$ cat src/aamc_pkg.sv
/*
  shared constants of the auto mute controller: register offsets, field
  positions, reset values and the zero-run lengths in frames.
  assumes one frame_tick per received stereo frame.
*/
package aamc_pkg;

  // ----------------------------------------------------------------
  // register map
  // ----------------------------------------------------------------
  localparam logic [7:0] ADDR_ZERO_RUN_TIME_SELECT      = 8'h3B;
  localparam logic [7:0] ADDR_MUTE_COUPLING_AND_ENABLES = 8'h41;
  localparam logic [7:0] ADDR_ANALOG_MUTE_WAIT          = 8'h42;

  localparam logic [7:0] RST_ZERO_RUN_TIME_SELECT       = 8'h00;
  localparam logic [7:0] RST_MUTE_COUPLING_AND_ENABLES  = 8'h04;
  localparam logic [7:0] RST_ANALOG_MUTE_WAIT           = 8'h14;

  // ----------------------------------------------------------------
  // field positions
  // ----------------------------------------------------------------
  localparam int LEFT_TIME_LSB        = 4;
  localparam int RIGHT_TIME_LSB       = 0;
  localparam int TIME_W               = 3;
  localparam int COUPLING_BIT         = 2;
  localparam int ENABLE_RIGHT_BIT     = 1;
  localparam int ENABLE_LEFT_BIT      = 0;

  localparam logic [7:0] ZERO_RUN_TIME_MASK = 8'h77;
  localparam logic [7:0] COUPLING_MASK      = 8'h07;

  // ----------------------------------------------------------------
  // zero-run lengths, frames at 48 kHz
  // ----------------------------------------------------------------
  localparam int SAMPLE_RATE_HZ = 48000;
  localparam int RUN_W          = 19;

  localparam logic [18:0] RUN_21MS   = 19'h00400;
  localparam logic [18:0] RUN_106MS  = 19'h01400;
  localparam logic [18:0] RUN_213MS  = 19'h02800;
  localparam logic [18:0] RUN_533MS  = 19'h06400;
  localparam logic [18:0] RUN_1S07   = 19'h0C800;
  localparam logic [18:0] RUN_2S13   = 19'h19000;
  localparam logic [18:0] RUN_5S33   = 19'h3E800;
  localparam logic [18:0] RUN_10S66  = 19'h7D000;

  // fixed frame counts, so the times scale with the incoming rate
  function automatic logic [18:0] aamc_run_limit(input logic [2:0] sel);
    logic [18:0] lim;
    lim = RUN_21MS;
    case (sel)
      3'h0:    lim = RUN_21MS;
      3'h1:    lim = RUN_106MS;
      3'h2:    lim = RUN_213MS;
      3'h3:    lim = RUN_533MS;
      3'h4:    lim = RUN_1S07;
      3'h5:    lim = RUN_2S13;
      3'h6:    lim = RUN_5S33;
      default: lim = RUN_10S66;
    endcase
    return lim;
  endfunction

endpackage

$ cat src/aamc_chan.sv
/*
  one audio channel: zero-run counter, digital mute flag and the
  frame-counted wait before analog mute.
  assumes frame_tick and sample come from logic on clk_sys.
*/
`timescale 1ns/10ps
module aamc_chan #(
  parameter int SAMPLE_W = 24
) (
  input  wire logic                clk_sys,
  input  wire logic                resetn,
  input  wire logic                frame_tick,
  input  wire logic [SAMPLE_W-1:0] sample,
  input  wire logic [2:0]          time_sel,
  input  wire logic                mute_req,
  input  wire logic [7:0]          wait_count,
  output logic                     zero_met,
  output logic                     muted_q,
  output logic                     analog_mute_q
);

  // ----------------------------------------------------------------
  // zero-run counter
  // ----------------------------------------------------------------
  logic [aamc_pkg::RUN_W-1:0] run_q;
  logic [aamc_pkg::RUN_W-1:0] limit;
  logic [7:0]                 wait_q;

  localparam logic [aamc_pkg::RUN_W-1:0] RUN_STEP =
    {{(aamc_pkg::RUN_W-1){1'b0}}, 1'b1};

  assign limit    = aamc_pkg::aamc_run_limit(time_sel);
  // a shortened time takes effect at once through the compare
  assign zero_met = (run_q >= limit);

  always_ff @(posedge clk_sys or negedge resetn) begin
    if (!resetn) begin
      run_q <= '0;
    end else if (frame_tick) begin
      if (sample != '0) begin
        run_q <= '0;
      end else if (run_q < limit) begin
        run_q <= run_q + RUN_STEP;
      end
    end
  end

  // ----------------------------------------------------------------
  // digital mute flag
  // ----------------------------------------------------------------
  always_ff @(posedge clk_sys or negedge resetn) begin
    if (!resetn) begin
      muted_q <= 1'b0;
    end else begin
      muted_q <= mute_req;
    end
  end

  // ----------------------------------------------------------------
  // analog mute wait
  // ----------------------------------------------------------------
  always_ff @(posedge clk_sys or negedge resetn) begin
    if (!resetn) begin
      wait_q <= 8'h00;
    end else if (!muted_q) begin
      wait_q <= 8'h00;
    end else if (frame_tick && (wait_q < wait_count)) begin
      wait_q <= wait_q + 8'h01;
    end
  end

  always_ff @(posedge clk_sys or negedge resetn) begin
    if (!resetn) begin
      analog_mute_q <= 1'b0;
    end else begin
      analog_mute_q <= muted_q && (wait_q >= wait_count);
    end
  end

endmodule // aamc_chan

$ cat src/aamc_top.sv
/*
  auto mute controller: per-channel zero detection, coupled or
  independent muting, and a delayed analog mute, with three host
  registers on a simple address/strobe port.
  assumes samples, frame_tick and register strobes are on clk_sys.
*/
// What this block does
// - the left channel mutes only after a zero run chosen by a 3-bit code.
// - the right channel uses the same 3-bit zero run coding on its own.
// - zero run times are fixed frame counts, exact at 48 kHz only.
// - with coupling clear each channel mutes on its own zero run.
// - with coupling set, the reset value, both mute only when both qualify.
// - bit 1 of the coupling register enables right channel auto mute.
// - bit 0 of the coupling register enables left channel auto mute.
// - coupled, the left never mutes while the right enable is clear.
// - coupled, the right never mutes while the left enable is clear.
// - analog mute follows digital mute after 0 to 255 frame periods.
// - the wait lets the last unmuted samples leave the analog path.
`timescale 1ns/10ps
module aamc_top #(
  parameter int SAMPLE_W = 24
) (
  input  wire logic                clk_sys,
  input  wire logic                resetn,
  input  wire logic                frame_tick,
  input  wire logic [SAMPLE_W-1:0] sample_left,
  input  wire logic [SAMPLE_W-1:0] sample_right,
  input  wire logic [7:0]          reg_addr,
  input  wire logic [7:0]          reg_wdata,
  input  wire logic                reg_we,
  input  wire logic                reg_re,
  output logic      [7:0]          reg_rdata_q,
  output logic                     reg_rvalid_q,
  output logic                     auto_mute_left_q,
  output logic                     auto_mute_right_q,
  output logic                     analog_mute_left_q,
  output logic                     analog_mute_right_q
);

  // ----------------------------------------------------------------
  // registers
  // ----------------------------------------------------------------
  logic [7:0] zero_run_time_select_q;
  logic [7:0] mute_coupling_and_enables_q;
  logic [7:0] analog_mute_wait_q;

  always_ff @(posedge clk_sys or negedge resetn) begin
    if (!resetn) begin
      zero_run_time_select_q      <= aamc_pkg::RST_ZERO_RUN_TIME_SELECT;
      mute_coupling_and_enables_q <= aamc_pkg::RST_MUTE_COUPLING_AND_ENABLES;
      analog_mute_wait_q          <= aamc_pkg::RST_ANALOG_MUTE_WAIT;
    end else if (reg_we) begin
      case (reg_addr)
        aamc_pkg::ADDR_ZERO_RUN_TIME_SELECT: begin
          zero_run_time_select_q <= reg_wdata & aamc_pkg::ZERO_RUN_TIME_MASK;
        end
        aamc_pkg::ADDR_MUTE_COUPLING_AND_ENABLES: begin
          mute_coupling_and_enables_q <= reg_wdata & aamc_pkg::COUPLING_MASK;
        end
        aamc_pkg::ADDR_ANALOG_MUTE_WAIT: begin
          analog_mute_wait_q <= reg_wdata;
        end
        default: begin
        end
      endcase
    end
  end

  // unmapped reads answer zero so software sees a defined value
  always_ff @(posedge clk_sys or negedge resetn) begin
    if (!resetn) begin
      reg_rdata_q  <= 8'h00;
      reg_rvalid_q <= 1'b0;
    end else begin
      reg_rvalid_q <= reg_re;
      if (reg_re) begin
        case (reg_addr)
          aamc_pkg::ADDR_ZERO_RUN_TIME_SELECT: begin
            reg_rdata_q <= zero_run_time_select_q;
          end
          aamc_pkg::ADDR_MUTE_COUPLING_AND_ENABLES: begin
            reg_rdata_q <= mute_coupling_and_enables_q;
          end
          aamc_pkg::ADDR_ANALOG_MUTE_WAIT: begin
            reg_rdata_q <= analog_mute_wait_q;
          end
          default: begin
            reg_rdata_q <= 8'h00;
          end
        endcase
      end
    end
  end

  // ----------------------------------------------------------------
  // field decode
  // ----------------------------------------------------------------
  logic [2:0] left_zero_run_time;
  logic [2:0] right_zero_run_time;
  logic       mute_coupling_select;
  logic       mute_enable_bit1;
  logic       mute_enable_bit0;

  assign left_zero_run_time  = zero_run_time_select_q[
    aamc_pkg::LEFT_TIME_LSB +: aamc_pkg::TIME_W];
  assign right_zero_run_time = zero_run_time_select_q[
    aamc_pkg::RIGHT_TIME_LSB +: aamc_pkg::TIME_W];
  assign mute_coupling_select =
    mute_coupling_and_enables_q[aamc_pkg::COUPLING_BIT];
  assign mute_enable_bit1 =
    mute_coupling_and_enables_q[aamc_pkg::ENABLE_RIGHT_BIT];
  assign mute_enable_bit0 =
    mute_coupling_and_enables_q[aamc_pkg::ENABLE_LEFT_BIT];

  // ----------------------------------------------------------------
  // mute decision
  // ----------------------------------------------------------------
  logic [1:0] zero_met;
  logic [1:0] enable;
  logic [1:0] single;
  logic       joint;
  logic [1:0] mute_req;
  logic [1:0] muted;
  logic [1:0] analog_mute;
  logic [2:0] time_sel [2];
  logic [SAMPLE_W-1:0] samples [2];

  // index 0 is left, 1 is right
  assign enable      = {mute_enable_bit1, mute_enable_bit0};
  assign time_sel[0] = left_zero_run_time;
  assign time_sel[1] = right_zero_run_time;
  assign samples[0]  = sample_left;
  assign samples[1]  = sample_right;

  assign single = enable & zero_met;
  assign joint  = &single;
  assign mute_req = mute_coupling_select ? {joint, joint} : single;

  // ----------------------------------------------------------------
  // channels
  // ----------------------------------------------------------------
  for (genvar ch = 0; ch < 2; ch++) begin : g_chan
    aamc_chan #(
      .SAMPLE_W (SAMPLE_W)
    ) u_chan (
      .clk_sys       (clk_sys),
      .resetn        (resetn),
      .frame_tick    (frame_tick),
      .sample        (samples[ch]),
      .time_sel      (time_sel[ch]),
      .mute_req      (mute_req[ch]),
      .wait_count    (analog_mute_wait_q),
      .zero_met      (zero_met[ch]),
      .muted_q       (muted[ch]),
      .analog_mute_q (analog_mute[ch])
    );
  end

  assign auto_mute_left_q    = muted[0];
  assign auto_mute_right_q   = muted[1];
  assign analog_mute_left_q  = analog_mute[0];
  assign analog_mute_right_q = analog_mute[1];

endmodule // aamc_top

$ cat config.mk
export PLATFORM = sky130hd
export DESIGN_NAME = aamc_top
export DESIGN_NICKNAME = d
export VERILOG_FILES = /design/src/aamc_pkg.sv /design/src/aamc_chan.sv /design/src/aamc_top.sv
export SDC_FILE = /design/constraint.sdc
export NUM_CORES = 1
export LEC_CHECK = 0
export BUFFER_PORTS_ARGS = -buffer_cell sky130_fd_sc_hd__buf_4
export CORE_UTILIZATION = 25
export CTS_CLUSTER_SIZE = 10
export DETAILED_ROUTE_END_ITERATION = 10
export MAX_ROUTING_LAYER = met4
export PLACE_DENSITY = 0.44
export REMOVE_ABC_BUFFERS = 1
export SLEW_MARGIN = 20
export SYNTH_ARGS = -nofsm -noshare
export SYNTH_HDL_FRONTEND = slang
export SYNTH_SLANG_ARGS = --single-unit
$ cat constraint.sdc
create_clock -name clk_sys -period 3.3 [get_ports clk_sys]
set_input_delay 0.66 -clock clk_sys [delete_from_list [all_inputs] [get_ports clk_sys]]
set_output_delay 0.66 -clock clk_sys [all_outputs]
set_load 0.03 [all_outputs]
* After elaboration in Yosys (flattened, before gate mapping)
Cells that the tools add are included.
Operators by class: muxes and demuxes 12, equality and inequality tests 17, bitwise gates (word level) 1, add/sub/neg operators 4, reductions and logical operators 16, order comparisons 8
Operators by type and width (count):
- one-hot mux 19 bit (7 select lines) | 2
- two-way mux 19 bit | 4
- nonzero test 24 bit | 2
- adder 19 x 1 -> 19 bit (second input constant) | 2
- >= comparator 19 bit | 2
- less-than comparator 19 bit | 2
- two-way mux 8 bit | 4
- one-hot mux 8 bit (3 select lines) | 1
- == test 3 bit (second input constant) | 6
- adder 8 x 1 -> 8 bit (second input constant) | 2
- == test 8 x 7 -> 1 bit (second input constant) | 2
- >= comparator 8 bit | 2
- less-than comparator 8 bit | 2
- == test 3 x 2 -> 1 bit (second input constant) | 4
- AND reduction 2 bit | 6
- == test 8 x 6 -> 1 bit (second input constant) | 1
- == test 3 x 1 -> 1 bit (second input constant) | 2
- zero test 3 bit | 2
- logical AND 1 bit | 4
- inequality test 2 bit (second input constant) | 2
- nonzero test 2 bit | 2
- AND 2 bit | 1
- two-way mux 2 bit | 1
Storage, ports and cells: register bits after elaboration 84, word-level logic and storage cells 71, output and inout port bits 13, input port bits 69

* Longest topological paths before layout
Gate-level depths: netlist of run 1.
depth in word-level cells 6, mapped depth 13, gate-level depth less buffers 9

* Modules after synthesis
Synthesis of run 1 repeated with hierarchy kept, for this count alone.
Unflattened totals: cells, all modules 629, area, all modules 5693.0 µm²
By module, submodules not included:
- aamc_chan (g_chan[0].u_chan) | cells an instance 271, area each 2302.2 µm², seq. area each 725.7 µm², instances 1
- aamc_chan (g_chan[1].u_chan) | cells an instance 273, area each 2265.9 µm², seq. area each 725.7 µm², instances 1
- aamc_top | cells an instance 85, area each 1124.8 µm², seq. area each 654.4 µm², instances 1

* Worst setup path before layout of run 1
No wires, ideal clock.
kind register -> register, start point reg zero_run_time_select_q[6], end point reg g_chan[0].u_chan.run_q[9] in the netlist's numbering, period minus slack after synthesis 2.578 ns, required time 3.162 ns, path slack 0.722 ns, setup time 0.138 ns, stages on the path, launching flop included 14, path buffers 4, arrival 2.440 ns, cell sequence dfrtp_1 -> clkbuf_1 -> inv_1 -> o21ai_0 -> ha_1 -> a21oi_2 -> a21boi_1 -> o21ba_1 -> buf_6 -> or2_4 -> buf_6 -> buf_2 -> o311ai_1 -> o211ai_1
Between the ends: word-level cells in the longest chain between the ends 5, elaborated cells on any way between the ends 11, those cells by class 1 x order compare; 6 x eq/ne; 1 x mux; 3 x reduce/logical
RTL lines:
- from (decl) | line aamc_top.sv:43 | logic [7:0] zero_run_time_select_q;
- from (signal assigned) | line aamc_top.sv:49 | zero_run_time_select_q <= aamc_pkg::RST_ZERO_RUN_TIME_SELECT;
- from (signal assigned) | line aamc_top.sv:55 | zero_run_time_select_q <= reg_wdata & aamc_pkg::ZERO_RUN_TIME_MASK;
- == test 3 bit (tied with other cells) | line aamc_pkg.sv:51 | case (sel)
- one-hot mux 19 bit (7 select lines) * | line aamc_pkg.sv:51
- less-than comparator 19 bit * | line aamc_chan.sv:42 | end else if (run_q < limit) begin
- nonzero test 2 bit (no source line) *
- AND reduction 2 bit (no source line) *
- to (signal assigned) | line aamc_chan.sv:43 | run_q <= run_q + RUN_STEP;
- to (decl) | line aamc_chan.sv:25 | logic [aamc_pkg::RUN_W-1:0] run_q;
Mark *: on every way between the ends. The rest lies on a longest branch, timed or not. A chain may end at the register's enable or synchronous reset.

* Final worst setup path of run 1
start point reg zero_run_time_select_q[6], end point reg g_chan[0].u_chan.run_q[16] in the netlist's numbering
The elaborated chain is that of the path after synthesis.

==> out/metrics.cfg, run 1 <==
[outcome]
status = complete, no violations

[synthesis]
netlist_instances = 582
ys_seq_area_frac = 0.390
synth_cell_types = 68
synth-seq-cells = 84
synth_area_per_cell_um2 = 9.29
synth_area_um2 = 5400
yosysTopAreaCellShare = 0.375
synth.largest_area_cell = dfrtp_1
synth_edf_count = 0
synthFlopType = dfrtp_1
synthArstFlopShare = 1.00
ys_warn_count = 0
synth_area_leaders = dfrtp_1 38%, ha_1 9.3%, mux2_2 3.8%

[routing]
detail_route.wl_per_cell_um = 15.4
viasPerCell = 5.06
wirelength_um = 14400
initialDrtViolationCount = 288
first_pass_iters = 5
via_count = 4740
route.detailed.drc = 0
antenna_left = 0

[worst_setup_path]
start_kind = register
cp-end-kind = register
r2r-end = g_chan[0].u_chan.run_q[16]$_DFFE_PN0P_
cp_data_arrival_time_ns = 2.91
required_ns = 3.54
ff2ff_path_depth = 9
r2r-start = zero_run_time_select_q[6]$_DFFE_PN0P_
cp_max_fo = 20
worst-r2r-setup-slack_ns = 0.63
path_class = register to register

[global_route]
grt-ovfl-total = 0
grt_pass1_wl_um = 24300
grt_max_degree = 85
grt_pass1_vias = 4751
grt.total_usage = 0.143
antenna_found_initial = 0

[floorplan]
dieWidth_um = 149
ios = 82
dieArea_um2 = 22200
row_count = 53
die-height_um = 149
initial_core_util = 0.256
coreArea_um2 = 21100

[layout]
drive_above_1_share = 0.208
fin_area_um2 = 6600
num_antenna_cells = 0
fillCellCount = 2200
nNetsFinal = 766
syn_to_final_growth_pct = 22.2

[timing]
worstMarginPinSlew_ns = 0.638
relSlewSlack = 0.572
finalHoldViolations = 0
worst_clock_skew_ns = 0.0100
post-route-min-period_ns = 2.67
rsz0062_at_grt = false
max_freq_mhz = 374
slew_viol_final = 0
setup-violations-final = 0
fin_crit_sh = 0.810
finalSetupTns_ns = 0

[clock_tree]
clockRootBuffer = clkbuf_16
worstSkewPairLatency_ns = 0.35
cts_hold_buf = 0
cts.path.max_buffers = 2
cts_resized = 0
cts_tree = yes
htree_num_levels = 3
cts.sinks = 84
clk_pin_slew_worst_paths_ns = 0.07
numCtsBuffers = 9
postCtsSetupBuffers = 0

[worst_hold_path]
hold_path_class = input pin to async pin

[placement]
io_buffer_count = 81
dp_hpwl_um = 10600
place_area_um2 = 6310
place_congestion = 0.781

[flow_run]
cap_viol_max_count = 0

[power_and_ir_drop]
p_leak_uw = 0.00287
ir_drop_uv = 154
p_per_area_nw_per_um2 = 351

state kept, by name, summed over array words and instances (netlist names):
register,flops
analog_mute_wait_q,8
zero_run_time_select_q,6
reg_rdata_q,8
g_chan.u_chan.analog_mute_q,2
g_chan.u_chan.muted_q,2
g_chan.u_chan.run_q,38
reg_rvalid_q,1
mute_coupling_and_enables_q,3
g_chan.u_chan.wait_q,16
cell families after synthesis:
family,count (synthesis),synth area share
buffers and inverters,54,0.0412
adder cells (fa/ha/maj),40,0.0926
AO/OA/AOI/OAI,141,0.178
flip-flops,84,0.390
multiplexers,24,0.0489
AND/OR/NAND/NOR,228,0.232
XOR/XNOR,11,0.0178
layer usage:
layer	track usage	vias to the layer above	part of all wire
li1	-	2358	-
met1	0.182	2282	0.47
met2	0.230	88	0.49
met3	0.0202	12	0.025
met4	0.0551	0	0.015
met5	-	-	0
layout make-up:
cell class | count | area, µm² | share of cell area
timing repair buffer | 87 | 666 | 0.101
sequential | 84 | 2110 | 0.319
clock inverter | 7 | 71.3 | 0.0108
tap | 275 | 344 | 0.0521
inverter | 31 | 116 | 0.0176
clock buffer | 9 | 225 | 0.0341
multi-input combinational | 444 | 3080 | 0.466
power breakdown:
group / total (µW) / switching, µW / internal (µW)
clock network: 1010 / 474 / 531
logic: 249 / 139 / 110
registers: 1060 / 17.3 / 1040
total: 2320 / 630 / 1690
cells in the mapped netlist, types with 4 or more instances:
master / instances
nand2_1: 54
mux2_2: 18
a22o_1: 9
nor4_1: 18
o41ai_1: 7
o31ai_1: 9
xnor2_1: 7
nand4_1: 18
nand3_1: 33
dfrtp_1: 81
a21oi_1: 23
nand2b_1: 4
o211ai_1: 12
o21ai_0: 31
and3_1: 10
buf_2: 4
clkbuf_1: 17
nor2b_1: 7
or4_1: 11
nor3b_1: 4
mux2i_1: 5
a21o_1: 4
nor3_1: 10
a31oi_1: 9
ha_1: 40
inv_1: 30
nor2_1: 27
and2_1: 12
xor2_1: 4
critical path: stages (launching register included):
cell and delay, ns:
dfrtp_1 0.49, inv_1 0.11, o21ai_0 0.19, ha_1 0.29, a21oi_2 0.14, a21boi_1 0.08
o21ba_1 0.28, or2_4 0.35, o311a_1 0.37, a211o_1 0.26
cells in the final DEF, fill, tap and decap left out, drive strengths merged, types with 5 or more instances in the layout:
| master | synthesis | layout |
|---|---|---|
| buf | 6 | 87 |
| dfrtp | 81 | 81 |
| nand2 | 54 | 54 |
| ha | 40 | 40 |
| inv | 31 | 34 |
| nand3 | 33 | 33 |
| o21ai | 32 | 32 |
| nor2 | 29 | 29 |
| a21oi | 24 | 24 |
| mux2 | 19 | 19 |
| nor4 | 18 | 18 |
| nand4 | 18 | 18 |
| o211ai | 12 | 12 |
| and2 | 12 | 12 |
| or4 | 11 | 11 |
| and3 | 10 | 10 |
| nor3 | 10 | 10 |
| o31ai | 9 | 9 |
| a22o | 9 | 9 |
| a31oi | 9 | 9 |
| clkbuf | 17 | 9 |
| o41ai | 7 | 7 |
| xnor2 | 7 | 7 |
| nor2b | 7 | 7 |
| mux2i | 5 | 5 |
| or2 | 5 | 5 |
| o311ai | 5 | 5 |
how the worst max path moves through the flow:
stage | start | to | cells after the start
finish | zero_run_time_select_q[6]$_DFFE_PN0P_ | g_chan[0].u_chan.run_q[16]$_DFFE_PN0P_ | 9
global route | zero_run_time_select_q[6]$_DFFE_PN0P_ | g_chan[0].u_chan.run_q[16]$_DFFE_PN0P_ | 9
CTS | zero_run_time_select_q[6]$_DFFE_PN0P_ | g_chan[0].u_chan.run_q[16]$_DFFE_PN0P_ | 9
detailed placement | sample_right[19] | g_chan[1].u_chan.run_q[4]$_DFFE_PN0P_ | 7
global placement | sample_right[19] | g_chan[1].u_chan.run_q[12]$_DFFE_PN0P_ | 7
floorplan | zero_run_time_select_q[6]$_DFFE_PN0P_ | g_chan[0].u_chan.run_q[16]$_DFFE_PN0P_ | 9
stage by stage:
stage               total power (µW)  instances  hold WS [ns]   util  worst slack [ns]
floorplan                       1190        559         0.364      -             0.877
global route                    2430        937         0.389  0.313             0.438
finish                          2320        937         0.348  0.313             0.628
global placement                1330        921         0.483  0.299             0.666
CTS                             2360        937         0.373  0.313             0.637
detailed placement              1340        921         0.499  0.299             0.629
No activity file was read; power rests on OpenSTA's default activity.
==> run 2: changes to the inputs <==
- clock period: 3.3 -> 2.77 ns (I/O delays scaled with it)
==> run 2 against run 1 <==
  * Cell area rose by 1.4%
  * Critical path depth did not move
  * Register-to-register slack got worse by 0.47 ns
  * Clock skew rose by 0.0015 ns
  * Total power rose by 24%
  * Sequential power rose by 19%
  * Core utilization rose by 0.43 points
  * Final cell count rose by 1.1%
  * Wire length rose by 4.1%
  * Combinational power rose by 23%
  * Sequential share of layout area fell by 0.39 points
  * Critical path type unchanged
==> out/metrics.cfg, run 2 (synthesis gave the netlist of run 1 again) <==
[outcome]
status = complete, no violations

[layout]
utilization = 0.317
final_common_cell = buf_4
num_antenna_cells = 0
largest_reg_flops = 38
regMostFlops = g_chan.u_chan.run_q
layout_common_cells = 95 x buf_4, 79 x dfrtp_1, 54 x nand2_1
reg.largest.list = g_chan.u_chan.run_q x38, g_chan.u_chan.wait_q x16
syn_to_final_growth_pct = 23.9
nNetsFinal = 776
drive_above_1_share = 0.223

[worst_setup_path]
path_class = register to register
start_kind = register
critPathCapture = g_chan[0].u_chan.run_q[16]$_DFFE_PN0P_
worstSetupStartpoint = zero_run_time_select_q[6]$_DFFE_PN0P_
r2r-start = zero_run_time_select_q[6]$_DFFE_PN0P_
r2r-end = g_chan[0].u_chan.run_q[16]$_DFFE_PN0P_
required_ns = 3.01
cp_data_arrival_time_ns = 2.85
cp-end-kind = register
ff2ff_path_depth = 9
cp_max_fo = 10
worst-r2r-setup-slack_ns = 0.16

[clock_tree]
cts_hold_buf = 0
htree_num_levels = 3
cts.path.max_buffers = 2
numCtsBuffers = 9
clockRootBuffer = clkbuf_16
cts.sinks = 84
cts_tree = yes
worstSkewPairLatency_ns = 0.36
clk_pin_slew_worst_paths_ns = 0.07

[placement]
dp_hpwl_um = 11100
place_congestion = 0.782
io_buffer_count = 81

[routing]
antenna_left = 0
viasPerCell = 5.17
via_count = 4894
met3WireLength_um = 621
route.detailed.drc = 0
met1_length_um = 6670
route.met2.wl_um = 7510
wirelength_um = 15000
detail_route.wl_per_cell_um = 15.9
initialDrtViolationCount = 300
first_pass_iters = 6
highest_layer = met4

[floorplan]
coreArea_um2 = 21100
die-height_um = 149
dieArea_um2 = 22200
ios = 82
initial_core_util = 0.256
dieWidth_um = 149
row_count = 53

[timing]
max_freq_mhz = 383
worst_clock_skew_ns = 0.0115
post-route-min-period_ns = 2.61
fin_crit_sh = 0.942
worstMarginPinSlew_ns = 0.614
slew_viol_final = 0
setup-violations-final = 0
rsz0062_at_grt = false
relSlewSlack = 0.589
finalHoldViolations = 0
finalSetupTns_ns = 0

[global_route]
grt_pass1_vias = 4864
grt_max_degree = 41
antenna_found_initial = 0
grt-ovfl-total = 0
grt.total_usage = 0.145
grt_pass1_wl_um = 24600

[power_and_ir_drop]
ir_drop_uv = 278
p_per_area_nw_per_um2 = 429
p_leak_uw = 0.00294

[worst_hold_path]
hold_path_class = input pin to async pin

[flow_run]
cap_viol_max_count = 0

==> run 2: timing repair <==
| item | in CTS | in global routing |
|---|---|---|
| setup endpoints to repair | 0 | 9 |
| buffers inserted | 0 | 0 |
| gates resized for setup | 0 | 2 |
==> run 2: metrics by stage <==
stage               hold WS [ns]  worst slack (ns)  power [µW]  std cells  cell area (µm²)
floorplan                  0.258             0.347        1420        559             5300
global placement           0.492             0.196        1590        930             6370
detailed placement         0.487            0.0923        1600        930             6370
CTS                        0.232            0.0695        2920        946             6690
global route               0.251            0.0127        3000        947             6690
finish                     0.207             0.160        2870        947             6690
==> run 2: critical path, cell delays in order (launching register included) <==
cell	delay (ns)
dfrtp_2	0.46
inv_1	0.11
o21ai_0	0.10
ha_1	0.34
nand4_1	0.15
o21bai_1	0.10
o21ba_1	0.28
or2_4	0.34
o311a_1	0.36
a211o_1	0.26
==> run 2: routing by layer <==
metal	vias to the layer above	global-route usage
li1	2370	-
met1	2388	0.172
met2	119	0.246
met3	17	0.0330
met4	0	0.0423
met5	-	-
==> run 2: final cells by class <==
type | count | area (µm²)
timing repair buffer | 96 | 733
sequential | 84 | 2110
inverter | 31 | 116
clock buffer | 9 | 225
clock inverter | 7 | 85.1
tap | 275 | 344
fill | 2223 | 14400
multi-input combinational | 445 | 3080
==> run 2: worst min-delay path by stage <==
stage	start	endpoint	slack [ns]	cells past startpoint
final	resetn	g_chan[1].u_chan.run_q[9]$_DFFE_PN0P_	0.21	1
after global routing	resetn	g_chan[1].u_chan.run_q[14]$_DFFE_PN0P_	0.25	1
after CTS	resetn	g_chan[1].u_chan.run_q[8]$_DFFE_PN0P_	0.23	1
after detailed placement	g_chan[1].u_chan.run_q[7]$_DFFE_PN0P_	g_chan[1].u_chan.run_q[7]$_DFFE_PN0P_	0.49	1
after global placement	g_chan[1].u_chan.run_q[7]$_DFFE_PN0P_	g_chan[1].u_chan.run_q[7]$_DFFE_PN0P_	0.49	1
after floorplan	resetn	analog_mute_wait_q[0]$_DFFE_PN0P_	0.26	0
==> run 2: report_power, final <==
part | switching [µW] | total, µW | leakage (µW) | internal (µW)
sequential | 19.9 | 1260 | 0.00115 | 1240
clock | 583 | 1300 | 0.000153 | 721
combinational | 171 | 306 | 0.00163 | 135
total | 774 | 2870 | 0.00294 | 2100
